==> config.mk <==
export PLATFORM = sky130hd
export DESIGN_NAME = icsr_top
export DESIGN_NICKNAME = d
export VERILOG_FILES = /design/src/logic/icsr_pkg.sv /design/src/logic/icsr_top.sv /design/src/logic/icsr_edge_detect.sv
export VERILOG_INCLUDE_DIRS = /design/src /design/src/logic
export SDC_FILE = /design/constraint.sdc
export NUM_CORES = 1
export LEC_CHECK = 0
export ABC_CLOCK_PERIOD_IN_PS = 3000
export BUFFER_PORTS_ARGS = -buffer_cell sky130_fd_sc_hd__buf_4
export CORE_MARGIN = 1
export CORE_UTILIZATION = 50
export CTS_CLUSTER_SIZE = 20
export DETAILED_ROUTE_END_ITERATION = 12
export PLACE_DENSITY = 0.83
export SLEW_MARGIN = 20
export SYNTH_ARGS = -nofsm -noshare
export SYNTH_HDL_FRONTEND = slang
export SYNTH_SLANG_ARGS = --single-unit
==> constraint.sdc <==
create_clock -name core_clk -period 3 [get_ports core_clk]
set_input_delay 0.15 -clock core_clk [delete_from_list [all_inputs] [get_ports core_clk]]
set_output_delay 0.15 -clock core_clk [all_outputs]
set_load 0.05 [all_outputs]
==> src/logic/icsr_params.svh <==
// Offsets, field positions, reset values for the interrupt control/status block
`ifndef ICSR_PARAMS_SVH
`define ICSR_PARAMS_SVH
`define ICSR_OFF_CTRL1     12'h000
`define ICSR_OFF_CTRL2     12'h004
`define ICSR_OFF_FLAGS0    12'h008
`define ICSR_OFF_FLAGS1    12'h00c
`define ICSR_OFF_ENABLE0   12'h010
`define ICSR_OFF_ENABLE1   12'h014
`define ICSR_OFF_CPUPRI    12'h018
`define ICSR_OFF_IRQSTAT   12'h01c
`define ICSR_OFF_IRQMASK   12'h020
`define ICSR_CTRL1_NESTDIS 15
`define ICSR_CTRL1_OVA     14
`define ICSR_CTRL1_OVB     13
`define ICSR_CTRL1_COVA    12
`define ICSR_CTRL1_COVB    11
`define ICSR_CTRL1_ACC_A_OVERFLOW_TRAP_EN   10
`define ICSR_CTRL1_ACC_B_OVERFLOW_TRAP_EN   9
`define ICSR_CTRL1_CATASTROPHIC_TRAP_EN   8
`define ICSR_CTRL1_ADDR    3
`define ICSR_CTRL1_STACK   2
`define ICSR_CTRL1_OSC     1
`define ICSR_CTRL1_WMASK   16'hfffe
`define ICSR_CTRL2_ALTVT   15
`define ICSR_CTRL2_DISABLE_IRQ_INSTR_ACTIVE    14
`define ICSR_CTRL2_WMASK   16'h801f
`define ICSR_FLAGS0_WMASK  16'h7fff
`define ICSR_FLAGS1_WMASK  16'hfffb
`define ICSR_RESET16       16'h0000
`define ICSR_PRI_MAX_LOW   4'h7
`define ICSR_NUM_EXT       5
`define ICSR_EXT1_BIT      4
`define ICSR_EXT2_BIT      13
`endif

==> src/logic/icsr_pkg.sv <==
// Types for the interrupt control/status block
package icsr_pkg;
  typedef logic [15:0] icsr_word_t;
  typedef enum logic [1:0] {ICSR_IDLE, ICSR_ACCESS} icsr_bus_state_t;
endpackage

==> src/logic/icsr_top.sv <==
// Interrupt control and status registers with APB slave
//
// Chosen here: the placing of the registers and register access over APB.
`timescale 1ns/1ps
`default_nettype none
`include "icsr_params.svh"

// Behaviour
// - The priority extension bit reads 1 when the CPU priority exceeds 7, else 0.
// - CPU priority is the extension bit above the three low status-register bits.
// - Control-one bit 15 set disables nesting; clear permits it; resets to 0.
// - Bits 14 and 13 flag a trap caused by accumulator A or B overflow.
// - Bits 10, 9, 8 enable overflow traps of A, B and catastrophic overflow.
// - Control-one bits 3, 2, 1 read 1 after address, stack, oscillator traps.
// - Each request flag reads 1 once its source requested; all reset to 0.
// - Unimplemented bit positions read as 0.
// - Flag register zero holds the listed sources from bit 0 upward.
// - Flag register one holds the listed sources from bit 0 upward, bit 2 reserved.
// - Flags are set by events and cleared by software writes.
// - The extension bit is read-only to software; while 1 user interrupts are off.
// - While nesting is disabled the three low priority bits are read-only.
// - Control two holds edge polarity and alternate vector table select.
module icsr_top
  import icsr_pkg::*;
(
  input  wire logic        core_clk,
  input  wire logic        rst_n,
  input  wire logic        psel,
  input  wire logic        penable,
  input  wire logic        pwrite,
  input  wire logic [11:0] paddr,
  input  wire logic [31:0] pwdata,
  output logic      [31:0] prdata,
  output logic             pready,
  output logic             pslverr,
  input  wire logic [15:0] srcEvent0,
  input  wire logic [15:0] srcEvent1,
  input  wire logic [4:0]  extPin,
  input  wire logic        accAOverflow,
  input  wire logic        accBOverflow,
  input  wire logic        accACatastrophic,
  input  wire logic        accBCatastrophic,
  input  wire logic        addressErrorEvt,
  input  wire logic        stackErrorEvt,
  input  wire logic        oscFailureEvt,
  input  wire logic        trapEntry,
  input  wire logic        disableIrqInstrActive,
  output logic             accTrapReq,
  output logic             nestingDisable,
  output logic             alternateVectorSelect,
  output logic [3:0]       cpuPriority,
  output logic             userIrqDisabled,
  output logic [15:0]      cpuReq0,
  output logic [15:0]      cpuReq1,
  output logic             irq
);
  // ----------------------------------------
  // State
  // ----------------------------------------
  icsr_word_t      ctrl1_reg, ctrl1_next;
  icsr_word_t      ctrl2_reg, ctrl2_next;
  icsr_word_t      flags0_reg, flags0_next;
  icsr_word_t      flags1_reg, flags1_next;
  icsr_word_t      enable0_reg, enable0_next;
  icsr_word_t      enable1_reg, enable1_next;
  logic [2:0]      priLow_reg, priLow_next;
  logic            priExt_reg, priExt_next;
  logic [1:0]      irqStat_reg, irqStat_next;
  logic [1:0]      irqMask_reg, irqMask_next;
  logic [31:0]     rdata_reg, rdata_next;
  logic            err_reg, err_next;
  icsr_bus_state_t state_reg, state_next;
  logic [4:0]      extEdge;
  logic            wrEn;
  logic            rdEn;
  logic            hit;
  logic [31:0]     rdMux;
  logic            newReq;
  logic            trapEvt;

  // Masked write of a 16-bit register
  function automatic icsr_word_t mwrite(icsr_word_t cur, icsr_word_t wd, icsr_word_t msk);
    mwrite = (cur & ~msk) | (wd & msk);
  endfunction

  // Software masked write then hardware set (set wins)
  function automatic icsr_word_t flagUpd(icsr_word_t cur, icsr_word_t wd, logic we,
                                         icsr_word_t msk, icsr_word_t setv);
    icsr_word_t v;
    v = cur;
    if (we)
      v = mwrite(cur, wd, msk);
    flagUpd = (v | setv) & msk;
  endfunction

  // ----------------------------------------
  // External pin edges
  // ----------------------------------------
  icsr_edge_detect #(.N(`ICSR_NUM_EXT)) uEdge (
    .core_clk  (core_clk),
    .rst_n     (rst_n),
    .pinIn     (extPin),
    .fallSel   (ctrl2_reg[4:0]),
    .edgePulse (extEdge)
  );

  // ----------------------------------------
  // APB decode
  // ----------------------------------------
  assign wrEn = psel && penable && pwrite && (state_reg == ICSR_ACCESS);
  assign rdEn = psel && penable && !pwrite && (state_reg == ICSR_ACCESS);
  assign pready = (state_reg == ICSR_ACCESS);
  assign prdata = rdata_reg;
  assign pslverr = err_reg;

  // Read mux with unimplemented bits at zero
  always_comb
  begin
    hit = 1'b1;
    rdMux = 32'h0000_0000;
    unique case (paddr)
      `ICSR_OFF_CTRL1:   rdMux = {16'h0000, ctrl1_reg & `ICSR_CTRL1_WMASK};
      `ICSR_OFF_CTRL2:   rdMux = {16'h0000, ctrl2_reg[15], disableIrqInstrActive,
                                  9'h000, ctrl2_reg[4:0]};
      `ICSR_OFF_FLAGS0:  rdMux = {16'h0000, flags0_reg};
      `ICSR_OFF_FLAGS1:  rdMux = {16'h0000, flags1_reg};
      `ICSR_OFF_ENABLE0: rdMux = {16'h0000, enable0_reg};
      `ICSR_OFF_ENABLE1: rdMux = {16'h0000, enable1_reg};
      `ICSR_OFF_CPUPRI:  rdMux = {28'h0000000, priExt_reg, priLow_reg};
      `ICSR_OFF_IRQSTAT: rdMux = {30'h00000000, irqStat_reg};
      `ICSR_OFF_IRQMASK: rdMux = {30'h00000000, irqMask_reg};
      default:           hit = 1'b0;
    endcase
  end

  // Bus state, read data and error
  always_comb
  begin
    state_next = state_reg;
    rdata_next = rdata_reg;
    err_next = 1'b0;
    unique case (state_reg)
      ICSR_IDLE:
      begin
        if (psel && !penable)
        begin
          state_next = ICSR_ACCESS;
          rdata_next = rdMux;
          err_next = !hit;
        end
      end
      ICSR_ACCESS:
      begin
        state_next = ICSR_IDLE;
        rdata_next = 32'h0000_0000;
      end
    endcase
  end

  // ----------------------------------------
  // Control registers
  // ----------------------------------------
  assign trapEvt = (accAOverflow && ctrl1_reg[`ICSR_CTRL1_ACC_A_OVERFLOW_TRAP_EN])
                 || (accBOverflow && ctrl1_reg[`ICSR_CTRL1_ACC_B_OVERFLOW_TRAP_EN])
                 || ((accACatastrophic || accBCatastrophic)
                     && ctrl1_reg[`ICSR_CTRL1_CATASTROPHIC_TRAP_EN]);

  always_comb
  begin
    ctrl1_next = ctrl1_reg;
    ctrl2_next = ctrl2_reg;
    if (wrEn && paddr == `ICSR_OFF_CTRL1)
      ctrl1_next = mwrite(ctrl1_reg, pwdata[15:0], `ICSR_CTRL1_WMASK);
    if (wrEn && paddr == `ICSR_OFF_CTRL2)
      ctrl2_next = mwrite(ctrl2_reg, pwdata[15:0], `ICSR_CTRL2_WMASK);
    // Accumulator cause flags follow each accumulator trap
    if (trapEvt)
    begin
      ctrl1_next[`ICSR_CTRL1_OVA]  = accAOverflow && ctrl1_reg[`ICSR_CTRL1_ACC_A_OVERFLOW_TRAP_EN];
      ctrl1_next[`ICSR_CTRL1_OVB]  = accBOverflow && ctrl1_reg[`ICSR_CTRL1_ACC_B_OVERFLOW_TRAP_EN];
      ctrl1_next[`ICSR_CTRL1_COVA] = accACatastrophic && ctrl1_reg[`ICSR_CTRL1_CATASTROPHIC_TRAP_EN];
      ctrl1_next[`ICSR_CTRL1_COVB] = accBCatastrophic && ctrl1_reg[`ICSR_CTRL1_CATASTROPHIC_TRAP_EN];
    end
    // Trap status flags, set wins over clear
    if (addressErrorEvt)
      ctrl1_next[`ICSR_CTRL1_ADDR] = 1'b1;
    if (stackErrorEvt)
      ctrl1_next[`ICSR_CTRL1_STACK] = 1'b1;
    if (oscFailureEvt)
      ctrl1_next[`ICSR_CTRL1_OSC] = 1'b1;
    ctrl1_next = ctrl1_next & `ICSR_CTRL1_WMASK;
    ctrl2_next = ctrl2_next & `ICSR_CTRL2_WMASK;
  end

  // ----------------------------------------
  // CPU priority level
  // ----------------------------------------
  always_comb
  begin
    priLow_next = priLow_reg;
    priExt_next = priExt_reg;
    if (wrEn && paddr == `ICSR_OFF_CPUPRI && !ctrl1_reg[`ICSR_CTRL1_NESTDIS])
      priLow_next = pwdata[2:0];
    // Extension bit is hardware-only
    if (trapEntry || trapEvt || addressErrorEvt || stackErrorEvt || oscFailureEvt)
      priExt_next = 1'b1;
    else if (wrEn && paddr == `ICSR_OFF_CPUPRI && !pwdata[3])
      priExt_next = priExt_reg;
  end

  assign cpuPriority = {priExt_reg, priLow_reg};
  assign userIrqDisabled = (cpuPriority > `ICSR_PRI_MAX_LOW);
  assign nestingDisable = ctrl1_reg[`ICSR_CTRL1_NESTDIS];
  assign alternateVectorSelect = ctrl2_reg[`ICSR_CTRL2_ALTVT];
  assign accTrapReq = trapEvt;

  // ----------------------------------------
  // Request flags and enables
  // ----------------------------------------
  always_comb
  begin
    icsr_word_t set0;
    icsr_word_t set1;
    set0 = srcEvent0;
    set1 = srcEvent1;
    set0[0] = set0[0] | extEdge[0];
    set1[`ICSR_EXT1_BIT] = set1[`ICSR_EXT1_BIT] | extEdge[1];
    set1[`ICSR_EXT2_BIT] = set1[`ICSR_EXT2_BIT] | extEdge[2];
    flags0_next = flagUpd(flags0_reg, pwdata[15:0], wrEn && paddr == `ICSR_OFF_FLAGS0,
                          `ICSR_FLAGS0_WMASK, set0);
    flags1_next = flagUpd(flags1_reg, pwdata[15:0], wrEn && paddr == `ICSR_OFF_FLAGS1,
                          `ICSR_FLAGS1_WMASK, set1);
    enable0_next = enable0_reg;
    enable1_next = enable1_reg;
    if (wrEn && paddr == `ICSR_OFF_ENABLE0)
      enable0_next = pwdata[15:0] & `ICSR_FLAGS0_WMASK;
    if (wrEn && paddr == `ICSR_OFF_ENABLE1)
      enable1_next = pwdata[15:0] & `ICSR_FLAGS1_WMASK;
  end

  // Gate requests each cycle
  assign cpuReq0 = flags0_reg & enable0_reg;
  assign cpuReq1 = flags1_reg & enable1_reg;

  // ----------------------------------------
  // Summary interrupt, read clears status
  // ----------------------------------------
  assign newReq = (|(flags0_next & enable0_next & ~flags0_reg))
                || (|(flags1_next & enable1_next & ~flags1_reg));

  always_comb
  begin
    irqStat_next = irqStat_reg;
    irqMask_next = irqMask_reg;
    if (rdEn && paddr == `ICSR_OFF_IRQSTAT)
      irqStat_next = 2'b00;
    if (wrEn && paddr == `ICSR_OFF_IRQMASK)
      irqMask_next = pwdata[1:0];
    irqStat_next[0] = irqStat_next[0] | newReq;
    irqStat_next[1] = irqStat_next[1] | trapEvt | addressErrorEvt | stackErrorEvt
                    | oscFailureEvt;
  end

  assign irq = |(irqStat_reg & irqMask_reg);

  // ----------------------------------------
  // Register update
  // ----------------------------------------
  // Bus state, read data and error
  always_ff @(posedge core_clk)
  begin
    if (!rst_n)
    begin
      rdata_reg <= 32'h0000_0000;
      err_reg   <= 1'b0;
      state_reg <= ICSR_IDLE;
    end
    else
    begin
      rdata_reg <= rdata_next;
      err_reg   <= err_next;
      state_reg <= state_next;
    end
  end

  // Control registers
  always_ff @(posedge core_clk)
  begin
    if (!rst_n)
    begin
      ctrl1_reg <= `ICSR_RESET16;
      ctrl2_reg <= `ICSR_RESET16;
    end
    else
    begin
      ctrl1_reg <= ctrl1_next;
      ctrl2_reg <= ctrl2_next;
    end
  end

  // CPU priority level
  always_ff @(posedge core_clk)
  begin
    if (!rst_n)
    begin
      priLow_reg <= 3'h0;
      priExt_reg <= 1'b0;
    end
    else
    begin
      priLow_reg <= priLow_next;
      priExt_reg <= priExt_next;
    end
  end

  // Request flags and enables
  always_ff @(posedge core_clk)
  begin
    if (!rst_n)
    begin
      flags0_reg  <= `ICSR_RESET16;
      flags1_reg  <= `ICSR_RESET16;
      enable0_reg <= `ICSR_RESET16;
      enable1_reg <= `ICSR_RESET16;
    end
    else
    begin
      flags0_reg  <= flags0_next;
      flags1_reg  <= flags1_next;
      enable0_reg <= enable0_next;
      enable1_reg <= enable1_next;
    end
  end

  // Summary status and mask
  always_ff @(posedge core_clk)
  begin
    if (!rst_n)
    begin
      irqStat_reg <= 2'h0;
      irqMask_reg <= 2'h0;
    end
    else
    begin
      irqStat_reg <= irqStat_next;
      irqMask_reg <= irqMask_next;
    end
  end
endmodule
`default_nettype wire

==> src/logic/icsr_edge_detect.sv <==
// Edge detector with polarity select for external request pins
`timescale 1ns/1ps
`default_nettype none
module icsr_edge_detect
  import icsr_pkg::*;
#(
  parameter int N = 5
)(
  input  wire logic         core_clk,
  input  wire logic         rst_n,
  input  wire logic [N-1:0] pinIn,
  input  wire logic [N-1:0] fallSel,
  output logic      [N-1:0] edgePulse
);
  logic [N-1:0] prev_reg;
  logic [N-1:0] prev_next;

  // ----------------------------------------
  // Edge selection
  // ----------------------------------------
  always_comb
  begin
    prev_next = pinIn;
    edgePulse = (fallSel & prev_reg & ~pinIn) | (~fallSel & ~prev_reg & pinIn);
  end

  // Previous pin level, follows the pin through reset so release makes no false edge
  always_ff @(posedge core_clk)
  begin
    if (!rst_n)
      prev_reg <= pinIn;
    else
      prev_reg <= prev_next;
  end
endmodule
`default_nettype wire

# Yosys cells after proc, flatten, opt, wreduce, memory -nomap -nowiden
# Cells that the tools add are included.
# op_classes
magnitude_cmp	1
n_eq_ne	10
n_mux	16
n_bitwise	31
reduce_logical	44
# ops
operator	n
one-hot mux 16 bit (9 select lines)	1
AND 16 bit	4
one-hot mux 32 bit (2 select lines)	1
equality test 12 x 5 -> 1 bit (second input constant)	4
2-to-1 mux 16 bit	3
AND 15 x 16 -> 16 bit	2
2-to-1 mux 32 bit	1
OR reduction 16 bit	2
2-to-1 mux 15 bit	2
equality test 12 x 4 -> 1 bit (second input constant)	2
logical AND 1 bit	21
NOT 15 -> 16 bit	1
NOT 16 bit	1
bitwise OR 1 x 16 -> 16 bit	1
bitwise OR 15 x 16 -> 16 bit	1
bitwise OR 16 bit	1
bitwise OR 3 x 16 -> 16 bit	1
bitwise OR 1 x 15 -> 15 bit (first input constant)	1
bitwise OR 15 bit	1
AND 3 bit	4
equality test 12 x 3 -> 1 bit (second input constant)	1
equality test 12 x 6 -> 1 bit (second input constant)	1
zero test 12 bit	1
NOT 3 bit	3
17 further kinds	41
# word_totals
regBits	141
inputBits	95
out_inout_bits	75
elab_cells	123

# Logic depth before layout (Yosys ltp)
# logic_depth
word_depth	11
ltp_mapped	10
depth_no_buf	7

# Cells and area by module
# A second synthesis with hierarchy kept.
# hier_totals
cells_unflattened	709
area_unflattened_um2	5920.7
# modules_own_cells
module	n_inst	cells_per_inst	area_each_um2	seq_area_each_um2
icsr_top	1	689	5733.0	2142.1
icsr_edge_detect	1	20	187.7	100.1

# Worst setup path after synthesis
# OpenSTA, ideal clock, no wires.
# synth_timing
path_kind	reg2reg
from	reg state_reg[0]
to	reg irqStat_reg[0]
setup_ns	0.137
arrival_time_ns	2.764
required_time_ns	2.863
setup_slack_ns	0.099
stages_incl_launch_ff	9
path_buffers	1
synth_period_minus_slack_ns	2.901
path_cell_list	dfxtp_1 > nand4_1 > or4_4 > buf_6 > a21oi_2 > nor3_1 > or4_4 > nor4b_2 > a41oi_1
# synth_via
elab_chain_cells	10
word_cells_on_any_way	23
classes_between	eq/ne (1); mux (5); bitwise (7); reduce/logical (10)
# synth_rtl
element	line_no	rtl
start, declared	icsr_top.sv:72	icsr_bus_state_t state_reg, state_next;
start signal, assigned	icsr_top.sv:282	state_reg <= state_next;
equality test 2 x 1 -> 1 bit *	icsr_top.sv:110, icsr_top.sv:111	
logical AND 1 bit	icsr_top.sv:110	assign wrEn = psel && penable && pwrite && (state_reg == ICSR_ACCESS);
logical AND 1 bit (no line)	n/a	
2-to-1 mux 15 bit / 2-to-1 mux 16 bit (equally long branches)	icsr_top.sv:91	if (we)
bitwise OR 15 bit / bitwise OR 16 bit (equally long branches)	icsr_top.sv:93	flagUpd = (v | setv) & msk;
AND 15 x 16 -> 16 bit / AND 16 bit (equally long branches)	icsr_top.sv:248, icsr_top.sv:249	
AND 16 bit (on tied branches)	icsr_top.sv:248, icsr_top.sv:249	
OR reduction 16 bit (on tied branches)	icsr_top.sv:248, icsr_top.sv:249	
logical OR 1 bit	icsr_top.sv:249	|| (|(flags1_next & enable1_next & ~flags1_reg));
bitwise OR 1 bit *	icsr_top.sv:259	irqStat_next[0] = irqStat_next[0] | newReq;
end signal, assigned	icsr_top.sv:345	irqStat_reg <= irqStat_next;
end, declared	icsr_top.sv:68	logic [1:0] irqStat_reg, irqStat_next;
# Mark *: on every way between the ends. The rest lies on a longest branch, timed or not.
# A chain may end at the register's enable or synchronous reset.

# Worst setup path after layout
# Same ends and word-level chain as after synthesis.

==> metrics.cfg <==
[status]
outcome = complete, no violations

[clocking]
cts_made_buffers = 9
cts.sinks = 110
clock_latency_ps = 350
hold_buffers = 3
cts_root_buf = clkbuf_16
cts.path.max_buffers = 2
post_cts_buffers = 0
postCtsResizedCells = 0
cts_tree = done
cts_htree_levels = 3
clk_pin_slew_ps = 70

[yosys]
synth_area_mm2 = 0.00578
yosysSeqAreaShare = 0.381
synth.avg_cell_area_um2 = 8.32
synth_cell_type_count = 51
synth_warnings = 0
synth_edf_count = 0
synthCells = 695
synth_ff_type = dfxtp_1
async_flop_share = 0
ys_ff_latch = 110

[floorplan]
start_util = 0.524
die_x_um = 110
rows = 38
dieHeight_um = 110
ios = 170
dieArea_mm2 = 0.0120
core-area_mm2 = 0.0110

[drt]
firstDrtPassIters = 6
vias = 6129
antenna_left = 0
routed_wl_um = 19000
drt-initial-drc-count = 677
vias_per_cell = 6.35
wl_per_cell_um = 19.7
drc = 0

[placement]
gp_congestion = 0.866
portBuffers = 131
hpwl_um = 13200
dp_cells = 946

[cells_and_area]
largest_reg_flops = 16
num-nets-final = 915
fin_cells = 965
final_layout_size_suffix_gt1_frac = 0.265
diodes = 0
area_growth_pct = 26.8
utilization = 0.664

[sta]
tns_ps = 0
setup_viol_count_final = 0
grt_setup_unrepaired = no
holdWs_ps = 24.4
worst_slew_pin_slew_ps = 733
slew_headroom = 0.511
clock.fmax_ghz = 0.381
final_max_slew_viol_count = 0
period_share = 0.875
final-hold-violation-count = 0
skew_ps = 7.09
min_period_ps = 2630

[hold_path]
holdPathEnd = ctrl1_reg[3]$_SDFFE_PN0P_
min_from = addressErrorEvt
min_path_cells = 2
hold_class = in2reg

[power]
power_mw = 3.06
power_switching_share = 0.245
ir_drop_uv = 333
seqPwrFrac = 0.501
internal_power_mw = 2.31
powerDensity_mw_per_mm2 = 417
p_clk_frac = 0.394
power_switching_mw = 0.750
p_comb_frac = 0.105
power_leakage_nw = 2.72

[critical_path]
worstSetupPathType = reg2reg
critPathTopFamily = simple AND/OR/NAND/NOR gates
path_cells = nand4_1, or4_1, buf_4, a21oi_1, nor3_1, nor4_1, and4_1, a41oi_1
reg2reg_depth = 8
max_stage_delay_ps = 730
worstSetupEndpointType = flop
r2r-start = state_reg[0]$_SDFFE_PN0P_
crit_required_ps = 3210
crit_buf_inv = 1
arrival_ps = 2840
regToRegEndpoint = irqStat_reg[0]$_SDFF_PN0_
r2r_setup_slack_ps = 370
cp_slowest_cell = or4_1
startpoint_type = flop
critPathMaxFanout = 10

[global_routing]
grt.overflow.total = 0
grt_max_degree = 81
antenna_found_initial = 0
grt_pass1_vias = 5606
grtUsageTotal = 0.315
grt_pass1_wl_um = 28700

[run]
cap_viol_max_count = 0

## cells by family after synthesis
family                 count (synthesis)  share of synthesized area
other                                  1                   0.000649
flip-flops                           110                      0.381
AND/OR/NAND/NOR                      247                      0.222
buffers and inverters                 72                     0.0619
AO/OA/AOI/OAI                        235                      0.277
multiplexers                          30                     0.0578
## per-layer routing
metal,part of all wire,vias to the layer above,GRT usage
met4,0.036,0,0.153
met2,0.46,417,0.499
met3,0.11,70,0.0516
met5,0,-,0
li1,-,2760,-
met1,0.40,2882,0.416
## stage by stage
step | instance area [um2] | setup slack [ps]
floorplan | 5840 | 99.2
global placement | 7000 | 170
detailed placement | 7000 | 130
CTS | 7320 | 410
global route | 7330 | 240
finish | 7330 | 374
## layout by cell type (no fill, tap or decap), drive strengths merged, types with 3 or more instances in the layout
cell,netlist,final
or4,7,7
a222oi,10,10
o21a,27,27
nand2,87,87
clkbuf,39,13
buf,29,162
or4b,3,3
nor2b,24,24
mux2i,3,3
o22ai,30,30
a31oi,4,4
nor3,34,34
a21boi,50,50
inv,4,4
a22oi,20,20
nor4,10,10
and2,34,34
a21oi,59,59
or2,3,3
a22o,6,6
dlygate4sd3,0,3
dfxtp,110,110
nand3,18,18
conb,1,18
o21ai,10,10
mux2,27,27
a221oi,4,4
a211oi,6,6
nor2,14,14
nand2b,4,4
## cells in the mapped netlist (2+ instances only)
master / count / share of area
a211oi_1: 6 / 0.0078
a21boi_0: 49 / 0.064
a21oi_1: 58 / 0.050
a221o_1: 2 / 0.0035
a221oi_1: 4 / 0.0061
a222oi_1: 10 / 0.017
a22o_1: 6 / 0.0091
a22oi_1: 20 / 0.026
a31oi_1: 4 / 0.0043
and2_1: 34 / 0.037
buf_1: 2 / 0.0013
buf_2: 7 / 0.0061
buf_4: 19 / 0.025
clkbuf_1: 39 / 0.025
dfxtp_1: 110 / 0.38
inv_1: 4 / 0.0026
mux2_2: 27 / 0.053
mux2i_1: 3 / 0.0052
nand2_1: 87 / 0.056
nand2b_1: 4 / 0.0043
nand3_1: 18 / 0.016
nor2_1: 14 / 0.0091
nor2b_1: 24 / 0.026
nor3_1: 34 / 0.029
nor4_1: 9 / 0.0097
o21a_1: 27 / 0.035
o21ai_0: 10 / 0.0087
o22ai_1: 30 / 0.032
o31ai_1: 2 / 0.0026
o41ai_1: 2 / 0.0030
or2_2: 3 / 0.0032
or3_1: 2 / 0.0022
or4_1: 5 / 0.0065
or4_4: 2 / 0.0039
or4b_1: 2 / 0.0035
## area by class of cell
cell class / instances / area [um2]
Inverter: 4 / 15.0
Sequential cell: 110 / 2200
Clock inverter: 3 / 43.8
Fill cell: 931 / 3700
Tap cell: 140 / 175
Clock buffer: 13 / 250
Multi-Input combinational cell: 530 / 3330
Timing Repair Buffer: 165 / 1310
## power groups by stage
stage                     registers, mW  clock network (mW)  logic [mW]
after floorplan                    1.56                   0       0.190
after global placement             1.56                   0       0.300
after detailed placement           1.56                   0       0.311
after CTS                          1.53                1.20       0.316
after global routing               1.53                1.26       0.343
final                              1.53                1.21       0.321
## worst max-delay path by stage
stage / from / to / slack (ps) / cells after the start
3_5_place_dp: paddr[7] / irqStat_reg[0]$_SDFF_PN0_ / 130 / 8
5_1_grt: state_reg[0]$_SDFFE_PN0P_ / irqStat_reg[0]$_SDFF_PN0_ / 240 / 8
3_3_place_gp: paddr[7] / irqStat_reg[0]$_SDFF_PN0_ / 170 / 8
4_1_cts: state_reg[0]$_SDFFE_PN0P_ / irqStat_reg[0]$_SDFF_PN0_ / 410 / 8
2_1_floorplan: state_reg[0]$_SDFFE_PN0P_ / irqStat_reg[0]$_SDFF_PN0_ / 100 / 8
6_report: state_reg[0]$_SDFFE_PN0P_ / irqStat_reg[0]$_SDFF_PN0_ / 370 / 8
No activity file was read; power rests on OpenSTA's default activity.
